**src/verilog/tmo_pkg.sv**
```systemverilog
// package: constants and register map for the timer output and prescaler block
package tmo_pkg;

	// -------------------------------------------------------------
	// register map: printed offsets are indices, byte address is 4x
	// -------------------------------------------------------------
	localparam int          ADDR_W          = 18;
	localparam logic [15:0] IDX_PRESCALE    = 16'hff61;
	localparam logic [15:0] IDX_OUT_CTRL    = 16'hff63;
	localparam logic [15:0] IDX_STATUS      = 16'hff64;
	localparam logic [7:0]  RST_PRESCALE    = 8'h00;
	localparam logic [7:0]  RST_OUT_CTRL    = 8'h00;

	// -------------------------------------------------------------
	// output control fields
	// -------------------------------------------------------------
	localparam int BIT_GATE      = 0;
	localparam int BIT_INV1      = 1;
	localparam int BIT_FF_RESET  = 2;
	localparam int BIT_FF_SET    = 3;
	localparam int BIT_INV2      = 4;
	localparam int BIT_OS_EN     = 5;
	localparam int BIT_OS_TRIG   = 6;

	// -------------------------------------------------------------
	// prescaler and edge fields
	// -------------------------------------------------------------
	localparam int CLK_SEL_LO    = 0;
	localparam int IN0_EDGE_LO   = 4;
	localparam int IN1_EDGE_LO   = 6;

	localparam logic [1:0] CLK_FULL  = 2'h0;
	localparam logic [1:0] CLK_DIV4  = 2'h1;
	localparam logic [1:0] CLK_DIV256 = 2'h2;
	localparam logic [1:0] CLK_PIN   = 2'h3;
	localparam logic [7:0] DIV4_LAST   = 8'h03;
	localparam logic [7:0] DIV256_LAST = 8'hff;

	localparam logic [1:0] EDGE_FALL = 2'h0;
	localparam logic [1:0] EDGE_RISE = 2'h1;
	localparam logic [1:0] EDGE_BOTH = 2'h3;

	// -------------------------------------------------------------
	// counter modes, upper two bits of the mode field
	// -------------------------------------------------------------
	localparam logic [1:0] MODE_STOP     = 2'h0;
	localparam logic [1:0] MODE_FREE     = 2'h1;
	localparam logic [1:0] MODE_PIN_CLR  = 2'h2;
	localparam logic [1:0] MODE_MATCH_CLR = 2'h3;

endpackage : tmo_pkg

```
**src/verilog/tmo_timer_output.sv**
```systemverilog
// module: timer output flip-flop, prescaler and pin edge detection
`timescale 1ns/1ps
module tmo_timer_output
	import tmo_pkg::*;
(
	input  wire logic              i_mclk,
	input  wire logic              i_reset,
	input  wire logic              i_ce,
	input  wire logic [ADDR_W-1:0] i_avs_address,
	input  wire logic              i_avs_read,
	input  wire logic              i_avs_write,
	input  wire logic [31:0]       i_avs_writedata,
	input  wire logic [3:0]        i_avs_byteenable,
	output logic      [31:0]       o_avs_readdata,
	output logic                   o_avs_waitrequest,
	input  wire logic [2:0]        i_timer_mode_control,
	input  wire logic              i_first_match,
	input  wire logic              i_second_match,
	input  wire logic              i_first_input_pin,
	input  wire logic              i_second_input_pin,
	output logic                   o_timer_output_pin,
	output logic                   o_count_tick,
	output logic                   o_in0_valid_edge,
	output logic                   o_in1_valid_edge,
	output logic                   o_oneshot_start
);

	// -------------------------------------------------------------
	// state
	// -------------------------------------------------------------
	typedef struct packed {
		logic [7:0] prescale;
		logic       gate;
		logic       inv1;
		logic       inv2;
		logic       os_en;
		logic       out_ff;
		logic       armed;
		logic [7:0] div;
		logic       s0_a;
		logic       s0_b;
		logic       s1_a;
		logic       s1_b;
		logic       prev0;
		logic       prev1;
		logic       started;
		logic       tick;
		logic       e0;
		logic       e1;
		logic       os_start;
		logic       pin_out;
		logic       wait_n;
		logic [7:0] rdata;
	} tmo_state_s;

	tmo_state_s st_ff;
	tmo_state_s nxt_st;

	logic              running;
	logic              req;
	logic [ADDR_W-1:0] a_prescale;
	logic [ADDR_W-1:0] a_out_ctrl;
	logic [ADDR_W-1:0] a_status;
	logic              wr_prescale;
	logic              wr_out_ctrl;
	logic [7:0]        wdata;
	logic              rise0;
	logic              fall0;
	logic              rise1;
	logic              fall1;
	logic              edge0;
	logic              edge1;
	logic              trig;
	logic              do_set;
	logic              do_clr;
	logic              tog1;
	logic              tog2;
	logic [1:0]        clk_sel;
	logic [1:0]        sel0;
	logic [1:0]        sel1;

	assign a_prescale = ADDR_W'({IDX_PRESCALE, 2'b00});
	assign a_out_ctrl = ADDR_W'({IDX_OUT_CTRL, 2'b00});
	assign a_status   = ADDR_W'({IDX_STATUS, 2'b00});
	assign running    = (i_timer_mode_control[2:1] != MODE_STOP);
	assign req        = i_avs_read | i_avs_write;
	assign wdata      = i_avs_writedata[7:0];
	// write lands at the edge where waitrequest is seen low
	assign wr_prescale = i_avs_write && st_ff.wait_n && i_avs_byteenable[0]
		&& (i_avs_address == a_prescale);
	assign wr_out_ctrl = i_avs_write && st_ff.wait_n && i_avs_byteenable[0]
		&& (i_avs_address == a_out_ctrl);
	assign clk_sel = st_ff.prescale[CLK_SEL_LO +: 2];
	assign sel0    = st_ff.prescale[IN0_EDGE_LO +: 2];
	assign sel1    = st_ff.prescale[IN1_EDGE_LO +: 2];

	// -------------------------------------------------------------
	// edge detection on synchronised pins
	// -------------------------------------------------------------
	// prev starts at zero so a pin pulled high gives one rising edge at first start
	assign rise0 = st_ff.s0_b & ~st_ff.prev0;
	assign fall0 = ~st_ff.s0_b & st_ff.prev0;
	assign rise1 = st_ff.s1_b & ~st_ff.prev1;
	assign fall1 = ~st_ff.s1_b & st_ff.prev1;
	assign edge0 = running && ((sel0 == EDGE_FALL && fall0) || (sel0 == EDGE_RISE && rise0)
		|| (sel0 == EDGE_BOTH && (rise0 | fall0)));
	assign edge1 = running && ((sel1 == EDGE_FALL && fall1) || (sel1 == EDGE_RISE && rise1)
		|| (sel1 == EDGE_BOTH && (rise1 | fall1)));

	// -------------------------------------------------------------
	// output flip-flop control
	// -------------------------------------------------------------
	assign trig   = wr_out_ctrl && wdata[BIT_OS_TRIG] && st_ff.os_en && running;
	assign do_set = wr_out_ctrl && wdata[BIT_FF_SET] && !wdata[BIT_FF_RESET];
	assign do_clr = wr_out_ctrl && wdata[BIT_FF_RESET] && !wdata[BIT_FF_SET];
	// in one-shot mode matches only act between trigger and the closing first match
	assign tog1 = i_first_match && st_ff.inv1 && (!st_ff.os_en || st_ff.armed);
	assign tog2 = i_second_match && st_ff.inv2 && (!st_ff.os_en || st_ff.armed);

	always_comb begin
		nxt_st = st_ff;

		// two-flop synchronisers
		nxt_st.s0_a = i_first_input_pin;
		nxt_st.s0_b = st_ff.s0_a;
		nxt_st.s1_a = i_second_input_pin;
		nxt_st.s1_b = st_ff.s1_a;

		if (running) begin
			nxt_st.started = 1'b1;
		end
		// edge history frozen only before the very first start
		if (running || st_ff.started) begin
			nxt_st.prev0 = st_ff.s0_b;
			nxt_st.prev1 = st_ff.s1_b;
		end
		nxt_st.e0 = edge0;
		nxt_st.e1 = edge1;

		// prescaler
		if (!running) begin
			nxt_st.div  = 8'h00;
			nxt_st.tick = 1'b0;
		end else begin
			nxt_st.div = st_ff.div + 8'h01;
			case (clk_sel)
				CLK_FULL:   nxt_st.tick = 1'b1;
				CLK_DIV4:   nxt_st.tick = (st_ff.div[1:0] == DIV4_LAST[1:0]);
				CLK_DIV256: nxt_st.tick = (st_ff.div == DIV256_LAST);
				default:    nxt_st.tick = edge0;
			endcase
		end

		// register writes
		if (wr_prescale) begin
			nxt_st.prescale = wdata;
		end
		if (wr_out_ctrl) begin
			nxt_st.gate  = wdata[BIT_GATE];
			nxt_st.inv1  = wdata[BIT_INV1];
			nxt_st.inv2  = wdata[BIT_INV2];
			nxt_st.os_en = wdata[BIT_OS_EN];
		end

		// one-shot arming by software or first pin edge in pin clear-and-start
		nxt_st.os_start = 1'b0;
		if (trig || (st_ff.os_en && edge0
			&& i_timer_mode_control[2:1] == MODE_PIN_CLR)) begin
			nxt_st.armed    = 1'b1;
			nxt_st.os_start = 1'b1;
		end else if (!running || !st_ff.os_en || tog1) begin
			nxt_st.armed = 1'b0;
		end

		// output flip-flop: explicit preset wins over inversion
		if (do_set) begin
			nxt_st.out_ff = 1'b1;
		end else if (do_clr) begin
			nxt_st.out_ff = 1'b0;
		end else if (tog1 ^ tog2) begin
			nxt_st.out_ff = ~st_ff.out_ff;
		end else begin
			nxt_st.out_ff = st_ff.out_ff;
		end
		nxt_st.pin_out = nxt_st.gate & nxt_st.out_ff;

		// bus handshake: one wait cycle, then answer
		if (req && !st_ff.wait_n) begin
			nxt_st.wait_n = 1'b1;
			nxt_st.rdata  = 8'h00;
			if (i_avs_address == a_prescale) begin
				nxt_st.rdata = st_ff.prescale;
			end else if (i_avs_address == a_out_ctrl) begin
				// set, reset and trigger bits read zero
				nxt_st.rdata = {2'b00, st_ff.os_en, st_ff.inv2, 2'b00,
					st_ff.inv1, st_ff.gate};
			end else if (i_avs_address == a_status) begin
				nxt_st.rdata = {3'b000, st_ff.s1_b, st_ff.s0_b, st_ff.armed,
					st_ff.pin_out, st_ff.out_ff};
			end
		end else begin
			nxt_st.wait_n = 1'b0;
		end
	end

	always_ff @(posedge i_mclk) begin
		if (i_reset) begin
			st_ff <= '0;
		end else if (i_ce) begin
			st_ff <= nxt_st;
		end
	end

	assign o_avs_readdata     = {24'h000000, st_ff.rdata};
	assign o_avs_waitrequest  = ~st_ff.wait_n;
	assign o_timer_output_pin = st_ff.pin_out;
	assign o_count_tick       = st_ff.tick;
	assign o_in0_valid_edge   = st_ff.e0;
	assign o_in1_valid_edge   = st_ff.e1;
	assign o_oneshot_start    = st_ff.os_start;
endmodule : tmo_timer_output
```
**config.mk**
```make
export PLATFORM = sky130hd
export DESIGN_NAME = tmo_timer_output
export DESIGN_NICKNAME = d
export VERILOG_FILES = /design/src/verilog/tmo_pkg.sv /design/src/verilog/tmo_timer_output.sv
export SDC_FILE = /design/constraint.sdc
export NUM_CORES = 1
export LEC_CHECK = 0
export ABC_AREA = 1
export ABC_CLOCK_PERIOD_IN_PS = 3100
export BUFFER_PORTS_ARGS = -buffer_cell sky130_fd_sc_hd__clkbuf_2
export CORE_MARGIN = 2
export CORE_UTILIZATION = 52
export DETAILED_ROUTE_END_ITERATION = 12
export PLACE_DENSITY = 0.88
export REMOVE_ABC_BUFFERS = 1
export SLEW_MARGIN = 5
export SYNTH_ARGS = -nofsm -noshare
export SYNTH_HDL_FRONTEND = slang
export SYNTH_SLANG_ARGS = --single-unit
```
**constraint.sdc**
```tcl
create_clock -name i_mclk -period 3.1 [get_ports i_mclk]
set_clock_uncertainty 0.1 [all_clocks]
set_input_delay 0.465 -clock i_mclk [delete_from_list [all_inputs] [get_ports i_mclk]]
set_output_delay 0.465 -clock i_mclk [all_outputs]
set_load 0.1 [all_outputs]
```
### Word-level counts from Yosys, hierarchy flattened

Cells that the tools add are included.

| word-level totals | value |
|---|---|
| output and inout port bits | 38 |
| register bits after elaboration | 43 |

| operators by class | value |
|---|---|
| equality and inequality tests | 12 |
| bitwise logic cells | 15 |
| multiplexer cells | 14 |
| reductions and logical operators | 51 |
| $add $sub $neg | 1 |

Operators with widths:

| cell | count |
|---|---|
| $eq 18x18->1 const B | 3 |
| $logic_and 1x1->1 | 26 |
| $mux 8 | 3 |
| $reduce_and 2->1 | 6 |
| $eq 2x2->1 const B | 5 |
| $logic_or 1x1->1 | 9 |
| $add 8x1->8 const B | 1 |
| $eq 8x8->1 const B | 1 |
| $mux 1 | 8 |
| $eq 2x1->1 const B | 3 |
| $logic_not 2->1 | 3 |
| $not 1->1 | 6 |
| $and 1x1->1 | 5 |
| $logic_not 1->1 | 5 |
| $mux 5 | 1 |
| $mux 4 | 1 |
| $reduce_bool 2->1 | 2 |
| $or 1x1->1 | 3 |
| $pmux 1 s3 | 1 |
| $xor 1x1->1 | 1 |

### Depth between registers and ports, before layout

Gate-level depths: netlist (run 1).

| depth | value |
|---|---|
| word-level depth | 11 |
| mapped depth | 11 |
| depth with buffers taken out | 11 |

### Least setup slack after synthesis (run 1)

Ideal clock, no wire load.

| timing path | value |
|---|---|
| kind | input to register |
| start point | input i_avs_address[9] |
| end point | register st_ff, in the netlist o_avs_readdata[0] |
| stages | 11 |
| library setup time | 0.132 ns |
| buffers on the path | 1 |
| setup slack | 1.521 ns |
| data required time | 2.868 ns |
| data arrival time | 1.346 ns |
| path through | inv_1 > nand2_1 > nor2_1 > nand2_2 > nor2_4 > nand2_4 > clkbuf_8 > o21ai_0 > inv_1 > nand2_1 > a21oi_1 |

| on the way | value |
|---|---|
| longest elaborated chain between the ends | 4 |

Ends and longest elaborated chain:

| element | RTL line | source |
|---|---|---|
| from (decl) | tmo_timer_output.sv:9 | `input wire logic [ADDR_W-1:0] i_avs_address,` |
| $eq 18x18->1 | tmo_timer_output.sv:197 | `end else if (i_avs_address == a_status) begin` |
| $mux 5 | tmo_timer_output.sv:197 |  |
| $mux 8 | tmo_timer_output.sv:193 | `end else if (i_avs_address == a_out_ctrl) begin` |
| $mux 8 (*) | tmo_timer_output.sv:191 | `if (i_avs_address == a_prescale) begin` |
| to (signal assigned) | tmo_timer_output.sv:210 | `st_ff <= nxt_st;` |
| to (decl) | tmo_timer_output.sv:56 | `tmo_state_s st_ff;` |

Every way passes the cells marked *; elsewhere a longest branch is shown, timed or not.
A chain may end at the register's enable or synchronous reset.

### Worst setup path in the final report (run 1)

| timing path | value |
|---|---|
| start point | register st_ff[8] (netlist bit) |
| end point | output o_avs_waitrequest |

| on the way | value |
|---|---|
| longest elaborated chain between the ends | 1 |

Ends and longest elaborated chain:

| element | RTL line | source |
|---|---|---|
| $not 1->1 | tmo_timer_output.sv:215 | `assign o_avs_waitrequest = ~st_ff.wait_n;` |
| to (decl) | tmo_timer_output.sv:15 | `output logic o_avs_waitrequest,` |

Every way passes these cells.

==> results of run 1 <==
==> per-stage QoR <==
stage / setup slack, ps / std cells
floorplan: 1573 / 331
global placement: 1104 / 436
detailed placement: 1066 / 436
CTS: 1355 / 443
global route: 1253 / 443
finish: 1358 / 443
==> cells by family after synthesis <==
logic type | share of synthesized area
XOR/XNOR | 0.003499
flip-flops | 0.3438
other | 0.001498
buffers and inverters | 0.1924
AO/OA/AOI/OAI | 0.1754
AND/OR/NAND/NOR | 0.2584
adder cells (fa/ha/maj) | 0.02499
==> worst min-delay path, cell delays in order <==
cell,delay [ps]
clkbuf_2,70
nor2_1,40
nor2_1,80
==> state kept, by name, indices dropped and copies added (netlist names) <==
| signal | flops |
|---|---|
| nxt_st | 2 |
| clk_sel | 2 |
| sel0 | 2 |
| st_ff | 22 |
| o_in1_valid_edge | 1 |
| o_in0_valid_edge | 1 |
| o_avs_readdata | 8 |
| sel1 | 2 |
| o_oneshot_start | 1 |
| o_count_tick | 1 |
| o_timer_output_pin | 1 |
==> cells in the mapped netlist (all sizes together) <==
master | count | area [sq um]
nand3b | 1 | 11.26
buf | 38 | 282.8
xor2 | 1 | 8.760
o32ai | 1 | 8.760
nor3 | 5 | 41.29
a211oi | 9 | 107.6
conb | 1 | 3.750
clkinv | 2 | 12.51
nand2 | 66 | 265.3
o21ai | 31 | 155.2
a21oi | 21 | 105.1
nand4 | 3 | 18.77
inv | 43 | 161.4
o21a | 1 | 7.510
a221oi | 3 | 26.28
a31oi | 2 | 12.51
or2 | 1 | 6.260
and2 | 2 | 13.77
a311oi | 1 | 8.760
nor2 | 43 | 178.9
nand3 | 21 | 105.1
dfxtp | 43 | 860.8
ha | 5 | 62.56
nor4 | 1 | 6.260
o211ai | 1 | 7.510
clkbuf | 4 | 25.02
==> per-layer routing <==
layer  wire length, microns  track usage  share of wire
met1                   2198       0.2388           0.42
met2                   2619       0.3544           0.50
met3                    265      0.03704          0.051
met4                    133       0.1232          0.025
met5                      0            0              0
==> cell type report <==
type | instances | share of cell area
repair buffers | 51 | 0.09480
multi-input cells | 243 | 0.4633
inverters | 45 | 0.06459
clock inverters | 1 | 0.001859
flip-flops and latches | 43 | 0.3197
clock buffers | 6 | 0.03067
well taps | 54 | 0.02509
==> power by group <==
group          internal (mW)  switching, mW
Clock                  0.175          0.192
Combinational         0.0462          0.250
Sequential             0.569         0.0111
==> worst min-delay path by stage <==
stage	to	cells past startpoint
finish	nxt_st[19]	3
global route	nxt_st[19]	3
CTS	nxt_st[19]	3
detailed placement	st_ff[14]	2
global placement	st_ff[14]	2
floorplan	st_ff[14]	2
==> flow_summary.toml, run 1 <==
[outcome]
status = "complete, no violations"

[route]
drtIter0Drc = 160
via_count = 2281
vias_per_cell = 5.149
dr.pass1.iters = 4
drc = 0
routed_wirelength_microns = 5216
wl_per_cell_microns = 11.77
final_antenna_net_count = 0

[worst_hold_path]
min_path_type = "primary input to register"
hold_path.startpoint = "i_first_input_pin"

[layout]
regArea_sq_um = 860.8
final_common_cell = "nand2_1"
fillers = 424
insertedDiodeCount = 0
stdcell_area_sq_mm = 0.002693
drive_gt1_frac = 0.2082
final_cell_mix = "63 x nand2_1, 51 x clkbuf_2, 43 x dfxtp_1"
multiInputGateArea_sq_mm = 0.001247
utilization = 0.5739
syn_to_final_growth_pct = 7.546
nNetsFinal = 460

[timing]
finalHoldViolCount = 0
maxSlewViolCount = 0
relSlewSlack = 0.5812
layout_worst_path_cycle_share = 0.5621
worst_pin_slew_ps = 628.2
setup_violations = 0
rsz0062_at_grt = "no"
finalCriticalPeriod_ps = 1742
hold_ws_ps = 275.9
fmax_mhz = 573.9
fin_tns_setup_ps = 0

[yosys]
yosysSeqAreaShare = 0.3438
ys_ff_latch = 43
mappedNetlistArea_sq_mm = 0.002504
ys_types = 40
yosys_warnings = 0
netlist_instances = 350
syn_avg_cell_area_sq_um = 7.153

[clocking]
ctsHoldBuffers = 0
clkSlewWorstSetupHoldPaths_ps = 80
tritoncts = "yes"
clock_sinks = 43
htreeDepth = 2
ctsRootBufferMaster = "clkbuf_8"
worstSkewPairLatency_ps = 310
cts_setup_buffers = 0
cts_max_path_buffers = 2
cts_buffers = 5
cts.repair.resized = 0

[power]
powerDensity_mw_per_mm2 = 461.3
power_mw = 1.242
cellLeakagePower_nw = 1.250
peakVddDrop_uv = 181.5

[placement]
dpl.hpwl_microns = 3962
io_buffers = 51
gp_congestion = 0.8268
dpl_cell_area_sq_mm = 0.002605

[setup_path]
worstReg2RegStart = "st_ff[16]"
cp.depth = 2
path_cells = "inv_1 > clkbuf_2"
critPathArrivalTime_ps = 1180
reg2reg_to = "o_count_tick"
path_buf_inv = 2
cp_top_family = "buffers and inverters"
critPathCaptureType = "primary output"
slowest_delay_ps = 440
setup.worst_path.start = "st_ff[8]"
r2r_cells = 8
slowest_stage = "clkbuf_2"
r2r_slack_ps = 1500
required_ps = 2530
crit_end = "o_avs_waitrequest"
crit_fanout = 4
worstSetupPathType = "register to primary output"
cp-start-kind = "register"

[floorplan]
fp.dieW_microns = 73.39
dieArea_sq_mm = 0.005386
rows = 25
start_util = 0.5336
die_y_microns = 73.39
io_pins = 104
design.core.area_sq_mm = 0.004692

[global_route]
grt_overflow = 0
grtUsageTotal = 0.2067
grt_pass1_wl_microns = 8535
grt_max_degree = 26
grt_antenna_before_repair = 0
grt_pass1_vias = 2001

[flow_run]
maxCapViolCount = 0
Note: power is estimated with default switching activity, not from simulation.
==> run 2, diff against run 1 <==
- ABC_CLOCK_PERIOD_IN_PS: 3100 -> 1700
- CORE_UTILIZATION: 52 -> 48
- PLACE_DENSITY: 0.88 -> 0.82
- clock period: 3.1 -> 1.7 ns (I/O delays scaled with it)
==> run 2 against run 1 <==
Total power rose by 88%. Sequential power rose by 83%. Core utilization fell by 2.5 points. Register-to-register slack got worse by 1300 ps. Sequential share of layout area fell by 1.0 points. First-iteration DRC count fell by 21%. Critical path depth rose by 5. Global-route usage fell by 1.3 points. Sequential cell count did not move. Cell count rose by 5.4%. Die area rose by 7.9%. Clock-buffer cell count rose by 2. Largest cell class unchanged. Largest power group unchanged.
==> flow_summary.toml, run 2 (synthesis gave the netlist of run 1 again) <==
[clocking]
clkSlewWorstSetupHoldPaths_ps = 80
clock_sinks = 43
ctsHoldBuffers = 0
cts_max_path_buffers = 2
htreeDepth = 2
ctsRootBufferMaster = "clkbuf_8"
cts_buffers = 5
worstSkewPairLatency_ps = 300
tritoncts = "yes"

[timing]
relSlewSlack = 0.6366
fmax_mhz = 654.4
worst_pin_slew_ps = 547.5
rsz0062_at_grt = "no"
setup_violations = 0
fin_tns_setup_ps = 0
maxSlewViolCount = 0
finalHoldViolCount = 0
finalCriticalPeriod_ps = 1528
hold_ws_ps = 82.42
layout_worst_path_cycle_share = 0.8989
fin_ws_ps = 171.9

[setup_path]
setup.worst_path.start = "st_ff[16]"
path_cells = "inv_1 > ha_1 > nor3_1 > o21ai_1 > nand2_1 > nand2_1 > a21oi_1"
critPathArrivalTime_ps = 1660
r2r_slack_ps = 170
slowest_delay_ps = 360
worst_path_most_repeated_cell = "nand2_1"
critPathCaptureType = "register"
worstSetupPathType = "register to register"
slowest_stage = "dfxtp_1"
required_ps = 1830
worstReg2RegStart = "st_ff[16]"
cp-start-kind = "register"
crit_fanout = 2

[route]
drc = 0
routed_wirelength_microns = 5458
final_antenna_net_count = 0
via_count = 2309
wl_per_cell_microns = 11.69
dr.pass1.iters = 4
drtIter0Drc = 127
vias_per_cell = 4.944

[worst_hold_path]
min_path_type = "primary input to register"
hold_path.startpoint = "i_first_input_pin"

[placement]
dpl.hpwl_microns = 4179
dpl_cell_area_sq_mm = 0.002678
gp_congestion = 0.8383
pre_cts_ws_ps = 133.7
io_buffers = 51

[global_route]
grt.met2_usage = 0.3345
grtUsageTotal = 0.1941
top_usage_layer = "met2"
use_met3 = 0.03436
met1_usage = 0.2352
grt_max_degree = 25
grt_overflow = 0
grt_pass1_vias = 2201
grt_antenna_before_repair = 0
grt_pass1_wl_microns = 9335

[floorplan]
dieArea_sq_mm = 0.005809
fp.dieW_microns = 76.22
start_util = 0.4933
die_y_microns = 76.22
design.core.area_sq_mm = 0.005075
rows = 26
io_pins = 104

[layout]
top_register = "st_ff"
insertedDiodeCount = 0
final_common_cell = "nand2_1"
largest_register_ffs = 22
final_cell_mix = "63 x nand2_1, 51 x clkbuf_2, 42 x inv_1, 42 x dfxtp_1, 36 x nor2_1"
drive_gt1_frac = 0.2317
nNetsFinal = 467
stdcell_area_sq_mm = 0.002786
syn_to_final_growth_pct = 11.29

[outcome]
status = "complete, no violations"

[power]
cellLeakagePower_nw = 1.285
powerDensity_mw_per_mm2 = 837.9
peakVddDrop_uv = 366.7

[flow_run]
maxCapViolCount = 0
-- run 2: cell types whose count changed in the layout (fill, tap and decap cells not counted), sizes merged --
cell	change
buf	+7
clkbuf	+2
clkinv	-1
-- run 2: report_power, final --
part / switching [mW] / internal (mW) / leakage [nW]
registers: 0.0220 / 1.04 / 0.350
logic: 0.461 / 0.0964 / 0.884
clock network: 0.347 / 0.371 / 0.0515
total: 0.830 / 1.50 / 1.29
-- run 2: layer usage --
metal	up-vias	share of wire
met5	-	0
li1	1167	-
met2	66	0.49
met3	10	0.036
met4	0	0.017
met1	1066	0.46
-- run 2: worst max-delay path: cells and delay by family, from the launching register on --
| kind | cells | cell delay, ps |
|---|---|---|
| buffers and inverters | 1 | 60 |
| and+or+nand+nor | 3 | 390 |
| adders and majority gates | 1 | 280 |
| DFF | 1 | 360 |
| AOI/OAI and AO/OA | 2 | 270 |
-- run 2: final cells by class --
type	instances	area [sq um]
clock buffers	8	100.1
multi-input cells	243	1255
fillers	496	2288
well taps	70	87.58
inverters	45	173.9
repair buffers	58	307.8
flip-flops and latches	43	862.1
-- run 2: worst paths after layout --
kind | endpoint | cells after the start
setup reg to reg | o_count_tick | 7
hold / removal | nxt_st[19] | 3
hold reg to reg | o_avs_readdata[7] | 2
setup / recovery | o_count_tick | 7
-- run 2: metrics by stage --
stage | power, mW | util | instances
after floorplan | 1.511 | - | 331
final | 2.335 | 0.5491 | 467
after detailed placement | 1.635 | 0.5276 | 459
after CTS | 2.338 | 0.5473 | 467
after global routing | 2.419 | 0.5491 | 467
after global placement | 1.626 | 0.5276 | 459
-- run 2: timing repair --
item / CTS / global route
setup endpoints to repair: 0 / 4
gates resized for setup: 0 / 7
setup buffers: 0 / 0
